**src/rtl/usr_pkg.sv**
```systemverilog
// package: register map, field positions and timing for the status block
package usr_pkg;
    // register offsets (byte addresses on the parallel bus)
    localparam logic [7:0] ADDR_INT_LOW = 8'h18;
    localparam logic [7:0] ADDR_CHIP_IDENTIFICATION = 8'h70;
    localparam logic [7:0] ADDR_FRAME = 8'h74;
    localparam logic [7:0] ADDR_SCRATCH = 8'h78;
    // interrupt-source bit positions
    localparam int BIT_ENDPOINT0_RX_FLAG = 10;
    localparam int BIT_SETUP = 8;
    localparam int BIT_VBUS = 7;
    localparam int BIT_DMA = 6;
    localparam int BIT_HS = 5;
    localparam int BIT_RESUME = 4;
    localparam int BIT_SUSPEND_CHANGE_FLAG = 3;
    localparam int BIT_PSEUDO_FRAME_TICK_FLAG = 2;
    localparam int BIT_SOF = 1;
    localparam int BIT_BUS_RESET_FLAG = 0;
    // reserved bits: interrupt bits 15..11 and 9, frame bits 15..14
    localparam logic [15:0] INT_MASK = 16'h05FF;
    localparam logic [15:0] FRAME_MASK = 16'h3FFF;
    localparam logic [15:0] RESET_ZERO = 16'h0000;
    // frame field layout
    localparam int MICRO_LSB = 11;
    localparam int FRAME_W = 11;
    // identification fields, values arbitrary
    localparam logic [7:0] ID_CODE_LOW = 8'hA1;
    localparam logic [7:0] ID_CODE_HIGH = 8'hB2;
    localparam logic [7:0] ID_VERSION = 8'hC3;
    // timing at 20 MHz
    localparam int CLK_PERIOD_NS = 50;
    localparam int FS_TICK_NS = 1000000;
    localparam int HS_TICK_NS = 125000;
    localparam int SE0_TIME_NS = 2000000;
    localparam int FS_TICK_CYC = FS_TICK_NS / CLK_PERIOD_NS;
    localparam int HS_TICK_CYC = HS_TICK_NS / CLK_PERIOD_NS;
    localparam int SE0_CYC = SE0_TIME_NS / CLK_PERIOD_NS;
endpackage

```
**src/rtl/usr_status_regs.sv**
```systemverilog
// status, identification, frame number and scratch registers
// Functional notes
// - endpoint 0 receive buffer event sets interrupt bit 10
// - setup token on endpoint 0 sets interrupt bit 8
// - rising edge of bus supply sense sets interrupt bit 7
// - change of dma reason register sets interrupt bit 6
// - full-speed to high-speed change sets interrupt bit 5
// - full-speed suspend never sets the high-speed change bit
// - suspend to resume change sets interrupt bit 4
// - active to suspend change sets interrupt bit 3
// - internal pseudo frame tick, 1 ms fs or 125 us hs, sets bit 2
// - received start-of-frame sets interrupt bit 1
// - bus reset sets bit 0 unless on-the-go mode is set
// - in on-the-go mode bit 0 flags se0 held for 2 ms
// - read-only 24-bit identification at 70h, unaffected by resets
// - frame register at 74h holds last sof, cleared by reset and by bus reset outside on-the-go mode
// - 8-bit reads of frame register return low byte then high
// - 16-bit scratch at 78h, read/write, cleared by reset and by bus reset outside on-the-go mode
module usr_status_regs #(
    parameter int FS_TICK = usr_pkg::FS_TICK_CYC,
    parameter int HS_TICK = usr_pkg::HS_TICK_CYC,
    parameter int SE0_HOLD = usr_pkg::SE0_CYC
) (
    // clock, reset, enable
    input wire logic ref_clk,
    input wire logic resetn,
    input wire logic clk_en,
    // parallel register bus
    input wire logic [7:0] bus_addr,
    input wire logic bus_rd,
    input wire logic bus_wr,
    input wire logic bus_wide,
    input wire logic [15:0] bus_wdata,
    input wire logic int_clear,
    input wire logic [15:0] int_clear_bits,
    output logic [23:0] bus_rdata,
    // core events
    input wire logic ep0_rx_evt,
    input wire logic setup_evt,
    input wire logic vbus_sense,
    input wire logic dma_reason_chg,
    input wire logic high_speed,
    input wire logic suspended,
    input wire logic sof_evt,
    input wire logic [10:0] sof_frame,
    input wire logic [2:0] sof_micro,
    input wire logic usb_bus_reset,
    input wire logic se0_line,
    input wire logic otg_mode,
    // status out
    output logic [15:0] int_status
);
    logic [1:0] rst_sync_ff;
    logic rst_n;
    logic [15:0] int_ff, nxt_int;
    logic [15:0] frame_ff, nxt_frame;
    logic [15:0] scratch_ff, nxt_scratch;
    logic [23:0] rdata_ff, nxt_rdata;
    logic byte_sel_ff, nxt_byte_sel;
    logic vbus_ff, hs_ff, suspend_change_flag_ff;
    logic [31:0] tick_cnt_ff, nxt_tick_cnt;
    logic [31:0] se0_cnt_ff, nxt_se0_cnt;
    logic [15:0] set_bits;
    logic pseudo_frame_tick_flag_tick, se0_done;

    // reset release through two flip-flops
    always_ff @(posedge ref_clk or negedge resetn) begin
        if (!resetn) rst_sync_ff <= 2'h0;
        else rst_sync_ff <= {rst_sync_ff[0], 1'h1};
    end
    assign rst_n = rst_sync_ff[1];

    // pseudo frame tick and se0 duration counters
    always_comb begin
        pseudo_frame_tick_flag_tick = 1'b0;
        se0_done = 1'b0;
        nxt_tick_cnt = tick_cnt_ff + 32'h1;
        if (tick_cnt_ff >= 32'(high_speed ? HS_TICK - 1 : FS_TICK - 1)) begin
            nxt_tick_cnt = 32'h0;
            pseudo_frame_tick_flag_tick = 1'b1;
        end
        nxt_se0_cnt = 32'h0;
        if (se0_line) begin
            // count only up to the hold time so one flag per se0 period
            nxt_se0_cnt = (se0_cnt_ff == 32'(SE0_HOLD)) ? se0_cnt_ff
                : se0_cnt_ff + 32'h1;
            se0_done = (se0_cnt_ff == 32'(SE0_HOLD - 1));
        end
    end

    // event decode into interrupt-source bits
    always_comb begin
        set_bits = 16'h0000;
        set_bits[usr_pkg::BIT_ENDPOINT0_RX_FLAG] = ep0_rx_evt;
        set_bits[usr_pkg::BIT_SETUP] = setup_evt;
        set_bits[usr_pkg::BIT_VBUS] = vbus_sense & ~vbus_ff;
        set_bits[usr_pkg::BIT_DMA] = dma_reason_chg;
        // suspend in full speed drops no high-speed edge, so no set
        set_bits[usr_pkg::BIT_HS] = high_speed & ~hs_ff;
        set_bits[usr_pkg::BIT_RESUME] = suspend_change_flag_ff & ~suspended;
        set_bits[usr_pkg::BIT_SUSPEND_CHANGE_FLAG] = suspended & ~suspend_change_flag_ff;
        set_bits[usr_pkg::BIT_PSEUDO_FRAME_TICK_FLAG] = pseudo_frame_tick_flag_tick;
        set_bits[usr_pkg::BIT_SOF] = sof_evt;
        set_bits[usr_pkg::BIT_BUS_RESET_FLAG] = otg_mode ? se0_done
            : usb_bus_reset;
    end

    // register next values; set wins over a software clear
    always_comb begin
        nxt_int = int_ff;
        nxt_frame = frame_ff;
        nxt_scratch = scratch_ff;
        if (int_clear) nxt_int = int_ff & ~int_clear_bits;
        nxt_int = (nxt_int | set_bits) & usr_pkg::INT_MASK;
        if (sof_evt) begin
            // reserved top bits are masked so they always read zero
            nxt_frame = {2'h0, sof_micro, sof_frame}
                & usr_pkg::FRAME_MASK;
        end
        if (bus_wr && bus_addr == usr_pkg::ADDR_SCRATCH) begin
            nxt_scratch = bus_wdata;
        end
        if (usb_bus_reset && !otg_mode) begin
            nxt_frame = usr_pkg::RESET_ZERO;
            nxt_scratch = usr_pkg::RESET_ZERO;
        end
    end

    // read decode; 8-bit frame reads alternate low then high byte
    always_comb begin
        nxt_rdata = 24'h000000;
        nxt_byte_sel = byte_sel_ff;
        if (bus_rd) begin
            if (bus_addr == usr_pkg::ADDR_CHIP_IDENTIFICATION) begin
                nxt_rdata = {usr_pkg::ID_CODE_LOW, usr_pkg::ID_CODE_HIGH,
                    usr_pkg::ID_VERSION};
            end else if (bus_addr == usr_pkg::ADDR_FRAME) begin
                if (bus_wide) begin
                    nxt_rdata = {8'h00, frame_ff};
                    nxt_byte_sel = 1'b0;
                end else begin
                    nxt_rdata = {16'h0000, byte_sel_ff ? frame_ff[15:8]
                        : frame_ff[7:0]};
                    nxt_byte_sel = ~byte_sel_ff;
                end
            end else if (bus_addr == usr_pkg::ADDR_SCRATCH) begin
                nxt_rdata = {8'h00, scratch_ff};
            end else if (bus_addr == usr_pkg::ADDR_INT_LOW) begin
                nxt_rdata = {8'h00, int_ff};
            end
        end
    end

    // state registers
    always_ff @(posedge ref_clk or negedge rst_n) begin
        if (!rst_n) begin
            int_ff <= 16'h0000;
            frame_ff <= 16'h0000;
            scratch_ff <= 16'h0000;
            rdata_ff <= 24'h000000;
            byte_sel_ff <= 1'b0;
            vbus_ff <= 1'b0;
            hs_ff <= 1'b0;
            suspend_change_flag_ff <= 1'b0;
            tick_cnt_ff <= 32'h0;
            se0_cnt_ff <= 32'h0;
        end else if (clk_en) begin
            int_ff <= nxt_int;
            frame_ff <= nxt_frame;
            scratch_ff <= nxt_scratch;
            rdata_ff <= nxt_rdata;
            byte_sel_ff <= nxt_byte_sel;
            vbus_ff <= vbus_sense;
            hs_ff <= high_speed;
            suspend_change_flag_ff <= suspended;
            tick_cnt_ff <= nxt_tick_cnt;
            se0_cnt_ff <= nxt_se0_cnt;
        end
    end

    assign bus_rdata = rdata_ff;
    assign int_status = int_ff;

    // checks
    property p_vbus;
        @(posedge ref_clk) disable iff (!rst_n)
        clk_en && vbus_sense && !vbus_ff |=> int_ff[usr_pkg::BIT_VBUS];
    endproperty
    a_vbus: assert property (p_vbus) else $error("vbus flag missed");
    property p_suspend_change_flag;
        @(posedge ref_clk) disable iff (!rst_n)
        clk_en && suspended && !suspend_change_flag_ff |=> int_ff[usr_pkg::BIT_SUSPEND_CHANGE_FLAG];
    endproperty
    a_suspend_change_flag: assert property (p_suspend_change_flag) else $error("suspend missed");
    property p_resume;
        @(posedge ref_clk) disable iff (!rst_n)
        clk_en && !suspended && suspend_change_flag_ff |=> int_ff[usr_pkg::BIT_RESUME];
    endproperty
    a_resume: assert property (p_resume) else $error("resume missed");
    property p_sof;
        @(posedge ref_clk) disable iff (!rst_n)
        clk_en && sof_evt && !usb_bus_reset |=> int_ff[usr_pkg::BIT_SOF]
            && frame_ff[10:0] == $past(sof_frame);
    endproperty
    a_sof: assert property (p_sof) else $error("sof not captured");
    property p_rsvd;
        @(posedge ref_clk) disable iff (!rst_n)
        !int_ff[9] && frame_ff[15:14] == 2'h0;
    endproperty
    a_rsvd: assert property (p_rsvd) else $error("reserved bit set");
    property p_otg;
        @(posedge ref_clk) disable iff (!rst_n)
        clk_en && otg_mode && usb_bus_reset && !se0_done && !int_ff[0]
            |=> !int_ff[0];
    endproperty
    a_otg: assert property (p_otg) else $error("reset in otg mode");
    property p_scratch;
        @(posedge ref_clk) disable iff (!rst_n)
        clk_en && bus_wr && bus_addr == usr_pkg::ADDR_SCRATCH
            && !usb_bus_reset |=> scratch_ff == $past(bus_wdata);
    endproperty
    a_scratch: assert property (p_scratch) else $error("scratch");
    property p_id;
        @(posedge ref_clk) disable iff (!rst_n)
        clk_en && bus_rd && bus_addr == usr_pkg::ADDR_CHIP_IDENTIFICATION |=>
            bus_rdata == {usr_pkg::ID_CODE_LOW, usr_pkg::ID_CODE_HIGH,
            usr_pkg::ID_VERSION};
    endproperty
    a_id: assert property (p_id) else $error("id value wrong");
    property p_hs;
        @(posedge ref_clk) disable iff (!rst_n)
        clk_en && !high_speed && !int_ff[5] && !int_clear |=> !int_ff[5];
    endproperty
    a_hs: assert property (p_hs) else $error("hs flag spurious");
    // endpoint 0 receive event lands in its flag
    property p_endpoint0_rx_flag;
        @(posedge ref_clk) disable iff (!rst_n)
        clk_en && ep0_rx_evt |=> int_ff[usr_pkg::BIT_ENDPOINT0_RX_FLAG];
    endproperty
    a_endpoint0_rx_flag: assert property (p_endpoint0_rx_flag)
        else $error("ep0 receive flag missed");
    // setup token lands in its flag
    property p_setup;
        @(posedge ref_clk) disable iff (!rst_n)
        clk_en && setup_evt |=> int_ff[usr_pkg::BIT_SETUP];
    endproperty
    a_setup: assert property (p_setup)
        else $error("setup flag missed");
    // dma reason change lands in its flag
    property p_dma;
        @(posedge ref_clk) disable iff (!rst_n)
        clk_en && dma_reason_chg |=> int_ff[usr_pkg::BIT_DMA];
    endproperty
    a_dma: assert property (p_dma)
        else $error("dma flag missed");
    // entering high speed sets the speed change flag
    property p_hs_set;
        @(posedge ref_clk) disable iff (!rst_n)
        clk_en && high_speed && !hs_ff |=> int_ff[usr_pkg::BIT_HS];
    endproperty
    a_hs_set: assert property (p_hs_set)
        else $error("high speed flag missed");
    // a pseudo tick sets its flag and restarts the period
    property p_pseudo_frame_tick_flag;
        @(posedge ref_clk) disable iff (!rst_n)
        clk_en && pseudo_frame_tick_flag_tick |=> int_ff[usr_pkg::BIT_PSEUDO_FRAME_TICK_FLAG]
            && tick_cnt_ff == 32'h0;
    endproperty
    a_pseudo_frame_tick_flag: assert property (p_pseudo_frame_tick_flag)
        else $error("pseudo tick flag missed");
    // the tick counter never runs past the longer period
    property p_tick_bound;
        @(posedge ref_clk) disable iff (!rst_n)
        tick_cnt_ff < 32'(FS_TICK);
    endproperty
    a_tick_bound: assert property (p_tick_bound)
        else $error("pseudo tick period overrun");
    // bus reset flags and clears frame and scratch outside otg mode
    property p_brst;
        @(posedge ref_clk) disable iff (!rst_n)
        clk_en && usb_bus_reset && !otg_mode |=> int_ff[usr_pkg::BIT_BUS_RESET_FLAG]
            && frame_ff == 16'h0000 && scratch_ff == 16'h0000;
    endproperty
    a_brst: assert property (p_brst)
        else $error("bus reset not applied");
    // long se0 in otg mode reports on bit 0
    property p_se0;
        @(posedge ref_clk) disable iff (!rst_n)
        clk_en && otg_mode && se0_done |=> int_ff[usr_pkg::BIT_BUS_RESET_FLAG];
    endproperty
    a_se0: assert property (p_se0)
        else $error("se0 hold not flagged");
    // first narrow frame read returns the low byte
    property p_byte;
        @(posedge ref_clk) disable iff (!rst_n)
        clk_en && bus_rd && !bus_wide && bus_addr == usr_pkg::ADDR_FRAME
            && !byte_sel_ff |=> bus_rdata == {16'h0000, $past(frame_ff[7:0])};
    endproperty
    a_byte: assert property (p_byte)
        else $error("frame low byte wrong");
    // a held clock enable freezes flags and scratch
    property p_freeze;
        @(posedge ref_clk) disable iff (!rst_n)
        !clk_en |=> $stable(int_ff) && $stable(scratch_ff);
    endproperty
    a_freeze: assert property (p_freeze)
        else $error("state moved while frozen");
    c_pseudo_frame_tick_flag: cover property (@(posedge ref_clk) pseudo_frame_tick_flag_tick);
    c_otg: cover property (@(posedge ref_clk) otg_mode && se0_done);
    c_narrow: cover property (@(posedge ref_clk) bus_rd && !bus_wide);
    c_brst: cover property (@(posedge ref_clk) int_ff[0]);
    c_byte: cover property (@(posedge ref_clk) byte_sel_ff);
endmodule

```
**config.mk**
```make
export PLATFORM = sky130hd
export DESIGN_NAME = usr_status_regs
export DESIGN_NICKNAME = d
export VERILOG_FILES = /design/src/rtl/usr_pkg.sv /design/src/rtl/usr_status_regs.sv
export SDC_FILE = /design/constraint.sdc
export NUM_CORES = 1
export LEC_CHECK = 0
export BUFFER_PORTS_ARGS = -buffer_cell sky130_fd_sc_hd__buf_2
export CAP_MARGIN = 30
export CORE_UTILIZATION = 61
export DETAILED_ROUTE_END_ITERATION = 8
export PLACE_DENSITY_LB_ADDON = 0.2
export SLEW_MARGIN = 20
export SYNTH_ARGS = -nofsm -noshare
export SYNTH_HDL_FRONTEND = slang
export SYNTH_SLANG_ARGS = --single-unit
```
**constraint.sdc**
```tcl
create_clock -name ref_clk -period 7.9 [get_ports ref_clk]
set_input_delay 1.185 -clock ref_clk [delete_from_list [all_inputs] [get_ports ref_clk]]
set_output_delay 1.185 -clock ref_clk [all_outputs]
set_load 0.005 [all_outputs]
```
==> summary.md, run 1 <==
| Metric | Value |
|---|---|
| Leakage dissipation | `3.52 nW` |
| Clock share of power | `46.9%` |
| Yosys warnings | `0` |
| Leading area contributor after synthesis | `dfrtp_1` |
| FF+latch count, synth | `127` |
| Die W | `105 microns` |
| Skew-Pair Late Insertion Delay | `0.53 ns` |
| Net Sw Frac | `23.9%` |
| Gate power share | `8.3%` |
| Pint | `1.23 mW` |
| Clock Skews | `0.00972 ns` |
| Fraction of layout cells with a size suffix above 1 | `20.3%` |
| Pin count of the biggest net entering global routing | `71` |
| Setup violations, final | `0` |
| Sequential power share | `44.8%` |
| Switching power | `0.387 mW` |
| Slew HR | `38.3%` |
| Most used cell, CP | `buf_4` |
| RSZ-0062 raised after global routing | `false` |
| Die height | `105 microns` |
| Initial antenna violation count | `0` |
| CP Buf/Inv Count | `4` |
| Area grow syn2layout | `16.9%` |
| Routability cong. | `0.903` |
| Routed Antenna Nets | `0` |
| Crit path launch type | `primary input` |
| Grt ovf | `0` |
| Sequential share of the synthesized area | `49.5%` |
| WP data arrival | `4.06 ns` |
| 1st-iter DRT viols | `685` |
| Htree depth | `4` |
| Synth unique cells | `55` |
| I/O pins | `111` |
| Required time of the critical path | `8.29 ns` |
| Setup TNS | `0 ns` |
| Detail Placement HPWL | `10500 microns` |
| Final Core Density | `73.1%` |
| Crit share post-route | `46.4%` |
| Crit-path cells | `buf_2 -> buf_4 -> clkinv_1 -> buf_4 -> or4_1 -> nor4_1 -> xnor2_1 -> nor2_1` |
| Met2 GRT Util | `50.1%` |
| Core area | `0.0103 sq mm` |
| DIE AREA | `0.0109 sq mm` |
| Synth async-reset ratio | `100%` |
| First-pass GRT wire length | `26800 microns` |
| Slowest cell on the critical path | `clkinv_1` |
| Critical path type | `primary input to register` |
| Clock buffer count from CTS | `17` |
| Power per Cell Area | `216 mW/mm^2` |
| Post-synth EDFFs | `0` |
| Total GRT Usage | `31.2%` |
| Hold_buf cts | `0` |
| CP max FO | `29` |
| FILL cells | `740` |
| Reg area | `0.00318 sq mm` |
| TritonCTS clock tree | `yes` |
| Post-CTS Resized | `0` |
| Top_reg_cell synth | `dfrtp_1` |
| Area occupied by multi-input gates | `0.00297 sq mm` |
| Hold Vio Cnt, Final | `0` |
| Critical path's top delay family | `buffers and inverters` |
| Drt pass-1 iters | `5` |
| Synth top area cells | `dfrtp_1, a22o_1, o31ai_1, nor2_1, nand2_1` |
| DRC viols | `0` |
| Starting Density | `62.5%` |
| Clock transition at the registers of the reported paths | `0.06 ns` |
| Max-cap check violation count | `0` |
| Met1 usage | `42.1%` |
| Setup Fix Bufs, Post-CTS | `0` |
| Total Wirelength | `16200 microns` |
| Synthesized area | `0.00642 sq mm` |
| CP Capture Type | `register` |
| GR peak layer | `met2` |
| Detailed-route wire length per cell | `18.8 microns` |
| Status | `completed` |
| CP max stage delay | `0.73 ns` |
| Max Fclk | `273 MHz` |
| GR met3 Demand/Resource | `6.86%` |
| Row Count | `37` |
| Nets@finish | `797` |
| Root buffer selected by CTS | `clkbuf_8` |
| Number of port buffers | `93` |
| Worst-Margin Slew | `0.918 ns` |
| Maximum VDD drop | `0.000203 V` |
| Worst-case clock buffer depth | `2` |
| Synth top area share | `49.5%` |
| Syn Area/Cell | `10.2 sq um` |
| Mapped Cells | `629` |
| Minimum clock period after layout | `3.67 ns` |
| Vias in the first global route | `5327` |
| Final Max Tran Viols | `0` |
| Hold Crit Class | `register to register` |
| Vias | `5533` |
| Via/cell ratio | `6.43` |
| CTS sink cnt | `127` |
| # diodes | `0` |
[synthesized netlist by cell type (4+ instances only)]
cell	n
nor2b_1	4
a41oi_1	5
o41ai_1	8
o21ai_0	10
inv_1	16
nand3_1	32
clkbuf_1	26
o21ai_1	4
and3_1	9
or4_1	4
nand4_1	17
ha_1	12
a21oi_1	11
dfrtp_1	127
and4_1	4
nor2_1	51
xor2_1	21
nor3_1	9
mux2_2	7
buf_4	13
xnor2_1	12
o31ai_1	37
buf_2	6
nor4_1	13
a31oi_1	9
nand2_1	49
and2_1	7
a222oi_1	6
o2bb2ai_1	18
a22o_1	37
[layer usage]
layer	vias to the layer above	part of all wire, %
met3	20	6.2
met2	225	49
met4	0	1.4
met5	-	0
met1	2772	43
li1	2516	-
[worst paths after layout]
| path | start | end | slack, ns | cells after the start |
|---|---|---|---|---|
| max | clk_en | se0_cnt_ff[27] | 4.23 | 8 |
| min | rst_sync_ff[0] | rst_sync_ff[1] | 0.36 | 0 |
| max reg2reg | se0_cnt_ff[20] | se0_cnt_ff[16] | 4.94 | 6 |
| min reg2reg | rst_sync_ff[0] | rst_sync_ff[1] | 0.36 | 0 |
| max in group asynchronous | rst_sync_ff[1] | frame_ff[9] | 6.17 | 1 |
| min in group asynchronous | rst_sync_ff[1] | tick_cnt_ff[14] | 0.40 | 0 |
[per-stage QoR]
| step | instances | hold WS, ns | power [mW] | worst slack (ns) | instance area, sq um |
|---|---|---|---|---|---|
| 2_1_floorplan | 639 | 0.331 | 0.813 | 4.10 | 6460 |
| 4_1_cts | 856 | 0.357 | 1.63 | 4.29 | 7490 |
| 3_5_place_dp | 827 | 0.341 | 0.867 | 3.75 | 6920 |
| 3_3_place_gp | 824 | 0.339 | 0.858 | 3.78 | 6900 |
| 5_1_grt | 860 | 0.361 | 1.67 | 4.02 | 7510 |
| 6_report | 860 | 0.357 | 1.62 | 4.23 | 7510 |
[layout by cell type (no fill, tap or decap), drive strengths merged, types with 8 or more instances in the layout]
master / count
nand2: 49
a21oi: 11
nor4: 16
and3: 9
nand3: 32
xor2: 21
nor2: 51
buf: 104
o21ai: 14
ha: 12
clkbuf: 23
nor3: 9
conb: 12
dfrtp: 127
inv: 16
a31oi: 9
o2bb2ai: 18
o31ai: 37
a22o: 37
o41ai: 8
nand4: 17
xnor2: 12
[cell type report]
type	count	share of cell area, %
tap	136	2.27
clock inverter	8	1.53
clock buffer	21	5.98
multi-input combinational	445	39.5
sequential	127	42.4
timing repair buffer	106	7.50
inverter	17	0.849
[power by group through the flow]
stage	Clock, mW	Sequential, mW	Combinational (mW)
after floorplan	0	0.728	0.0852
after global placement	0	0.733	0.126
after detailed placement	0	0.735	0.132
after CTS	0.767	0.725	0.134
after global routing	0.793	0.730	0.150
final	0.759	0.726	0.134
[logic make-up after synthesis]
family	share of synthesized area, %
multiplexers	1.38
adder cells (fa/ha/maj)	2.34
buffers and inverters	5.03
other	0.117
AO/OA/AOI/OAI	19.8
flip-flops	49.5
AND/OR/NAND/NOR	17.4
XOR/XNOR	4.50
[worst register-to-register path, delay by kind of cell, from the launching register on]
family	cells	cell delay, ns
and+or+nand+nor	4	1.85
DFF	1	0.43
buffers and inverters	1	0.34
AOI/OAI and AO/OA	1	0.18
[flip-flops by register name (all words and copies together) (netlist names)]
signal and flops:
frame_ff 14, hs_ff 1, scratch_ff 16, byte_sel_ff 1, suspend_change_flag_ff 1, rst_sync_ff 2, se0_cnt_ff 32, vbus_ff 1
tick_cnt_ff 32, int_status 10, bus_rdata 17
No activity file was read; power rests on OpenSTA's default activity.
==> run 2: changes to the inputs <==
--- a/config.mk
+++ b/config.mk
@@ -7,7 +7,7 @@
 export LEC_CHECK = 0
 export BUFFER_PORTS_ARGS = -buffer_cell sky130_fd_sc_hd__buf_2
 export CAP_MARGIN = 30
-export CORE_UTILIZATION = 61
+export CORE_UTILIZATION = 56
 export DETAILED_ROUTE_END_ITERATION = 8
 export PLACE_DENSITY_LB_ADDON = 0.2
 export SLEW_MARGIN = 20
==> constraint.sdc (replaced) <==
create_clock -name ref_clk -period 3.6 [get_ports ref_clk]
set_input_delay 0.54 -clock ref_clk [delete_from_list [all_inputs] [get_ports ref_clk]]
set_output_delay 0.54 -clock ref_clk [all_outputs]
set_load 0.005 [all_outputs]
==> summary.md, run 2 (synthesis results as in run 1) <==
| Metric | Value |
|---|---|
| Pint | `2.83 mW (+130%)` |
| TritonCTS clock tree | `yes` |
| Commonest non-fill, non-tap cell in the layout | `dfrtp_1` |
| Clock share of power | `48.9% (+2.0 points)` |
| Net Sw Frac | `23.6% (-0.32 points)` |
| CP max FO | `23 (-21%)` |
| Worst-Margin Slew | `0.947 ns (+0.0288 ns)` |
| Pin count of the biggest net entering global routing | `72 (+1.4%)` |
| Required time of the critical path | `3.86 ns (-4.43 ns)` |
| DIE AREA | `0.0119 sq mm (+8.7%)` |
| Critical path's top delay family | `simple AND/OR/NAND/NOR gates` |
| Routability cong. | `0.844 (-6.6%)` |
| Detailed-route wire length per cell | `18.8 microns (about the same)` |
| Grt ovf | `0 (unchanged)` |
| RSZ-0062 raised after global routing | `false` |
| CTS sink cnt | `127 (unchanged)` |
| Drt pass-1 iters | `5 (unchanged)` |
| Minimum clock period after layout | `2.64 ns` |
| Leakage dissipation | `3.55 nW (+0.88%)` |
| Critical path type | `register to register` |
| Hold Crit Class | `primary input to register` |
| Setup TNS | `0 ns (unchanged)` |
| Setup violations, final | `0 (unchanged)` |
| Post-CTS Resized | `0 (unchanged)` |
| Pwr Total | `3.70 mW (+130%)` |
| Crit path launch type | `register` |
| Max Fclk | `379 MHz` |
| Clock buffer count from CTS | `17 (unchanged)` |
| Most frequent cells in the layout | `dfrtp_1, buf_2, nor2_1` |
| Final Max Tran Viols | `0 (unchanged)` |
| CP Buf/Inv Count | `0 (-4)` |
| 1st-iter DRT viols | `727 (+6.1%)` |
| Row Count | `38 (+2.7%)` |
| I/O pins | `111 (unchanged)` |
| Detail Placement HPWL | `10800 microns (+2.8%)` |
| Starting Density | `58.2% (-4.3 points)` |
| Worst-case clock buffer depth | `2 (unchanged)` |
| Fraction of layout cells with a size suffix above 1 | `20.6% (+0.27 points)` |
| CP max stage delay | `0.72 ns (about the same)` |
| Total Wirelength | `16400 microns (+1.3%)` |
| Finished Layout Cells | `871 (+1.3%)` |
| Slowest cell on the critical path | `or3_1` |
| Htree depth | `4 (unchanged)` |
| Switching power | `0.873 mW (+130%)` |
| Skew-Pair Late Insertion Delay | `0.42 ns (-0.11 ns)` |
| Clock Skews | `0.00519 ns (-0.00453 ns)` |
| Placed cells | `833 (+0.73%)` |
| CP Capture Type | `register` |
| Fin Hold WS | `0.327 ns (-0.0293 ns)` |
| Gate power share | `8.2% (about the same)` |
| Crit-path cells | `or4_1 -> or4_4 -> nor4_4 -> or3_1 -> o41ai_1` |
| Max-cap check violation count | `0 (unchanged)` |
| Root buffer selected by CTS | `clkbuf_16` |
| Vias in the first global route | `5339 (+0.23%)` |
| WP data arrival | `2.90 ns (-1.16 ns)` |
| Initial antenna violation count | `2 (+2)` |
| Total GRT Usage | `28.9% (-2.3 points)` |
| Power per Cell Area | `486 mW/mm^2 (+130%)` |
| Clock transition at the registers of the reported paths | `0.06 ns (about the same)` |
| Core area | `0.0110 sq mm (+7.3%)` |
| Area grow syn2layout | `18.5%` |
| Crit share post-route | `73.3%` |
| Number of port buffers | `93 (unchanged)` |
| Status | `completed` |
| Die W | `109 microns (+4.3%)` |
| Via/cell ratio | `6.36 (-1.1%)` |
| Nets@finish | `799 (+0.25%)` |
| Maximum VDD drop | `0.000674 V (+230%)` |
| First-pass GRT wire length | `26200 microns (-2.4%)` |
| Hold Vio Cnt, Final | `0 (unchanged)` |
| DRC viols | `0 (unchanged)` |
| Slew HR | `36.4% (-1.9 points)` |
| Die height | `109 microns (+4.3%)` |
| Vias | `5543 (+0.18%)` |
| Routed Antenna Nets | `0 (unchanged)` |
| Sequential power share | `42.9% (-1.9 points)` |
-- run 2: metal layers --
layer | GRT usage (%) | vias up | wire [microns]
li1 | - | 2517 | -
met1 | 36.5 | 2761 | 6940
met2 | 47.0 | 247 | 8010
met3 | 8.13 | 18 | 1230
met4 | 10.7 | 0 | 170
met5 | 0 | - | 0
-- run 2: worst paths after layout --
path / cells after the start / slack (ns) / from / to
setup / recovery: 5 / 0.96 / se0_cnt_ff[20] / se0_cnt_ff[18]
hold / removal: 2 / 0.33 / suspended / int_status[4]
setup reg to reg: 5 / 0.96 / se0_cnt_ff[20] / se0_cnt_ff[18]
hold reg to reg: 0 / 0.35 / rst_sync_ff[0] / rst_sync_ff[1]
max in group asynchronous: 1 / 2.39 / rst_sync_ff[1] / se0_cnt_ff[30]
min in group asynchronous: 0 / 0.38 / rst_sync_ff[1] / tick_cnt_ff[17]
-- run 2: what timing repair did --
item,in CTS,in global routing
hold endpoints to repair,2,0
hold buffers,1,0
setup buffers,0,0
-- run 2: metrics by stage --
step                utilization [%]  worst slack [ns]  cell area, sq um
finish                         69.0             0.961              7610
detailed placement             63.0             0.773              6950
floorplan                         -              1.33              6460
global route                   69.0             0.815              7610
CTS                            68.8              1.00              7590
global placement               62.9             0.708              6940
-- run 2: layout make-up --
class                      instances  area, sq um
antenna                            2         5.00
clock buffer                      22          464
clock inverter                    10          159
fill                             797         3420
inverter                          17         63.8
multi-input combinational        445         2970
sequential                       127         3180
tap                              140          175
timing repair buffer             108          592
-- run 2: worst register-to-register path, stage by stage (launching register included) --
cell and delay [ns]:
dfrtp_1 0.42, or4_1 0.52, or4_4 0.46, nor4_4 0.17
or3_1 0.72, o41ai_1 0.19
-- run 2: power by group through the flow --
stage | logic [mW] | clock network (mW) | registers [mW]
after global placement | 0.282 | 0 | 1.61
after floorplan | 0.187 | 0 | 1.60
after global routing | 0.335 | 1.91 | 1.60
after detailed placement | 0.297 | 0 | 1.61
final | 0.302 | 1.81 | 1.59
after CTS | 0.300 | 1.84 | 1.59
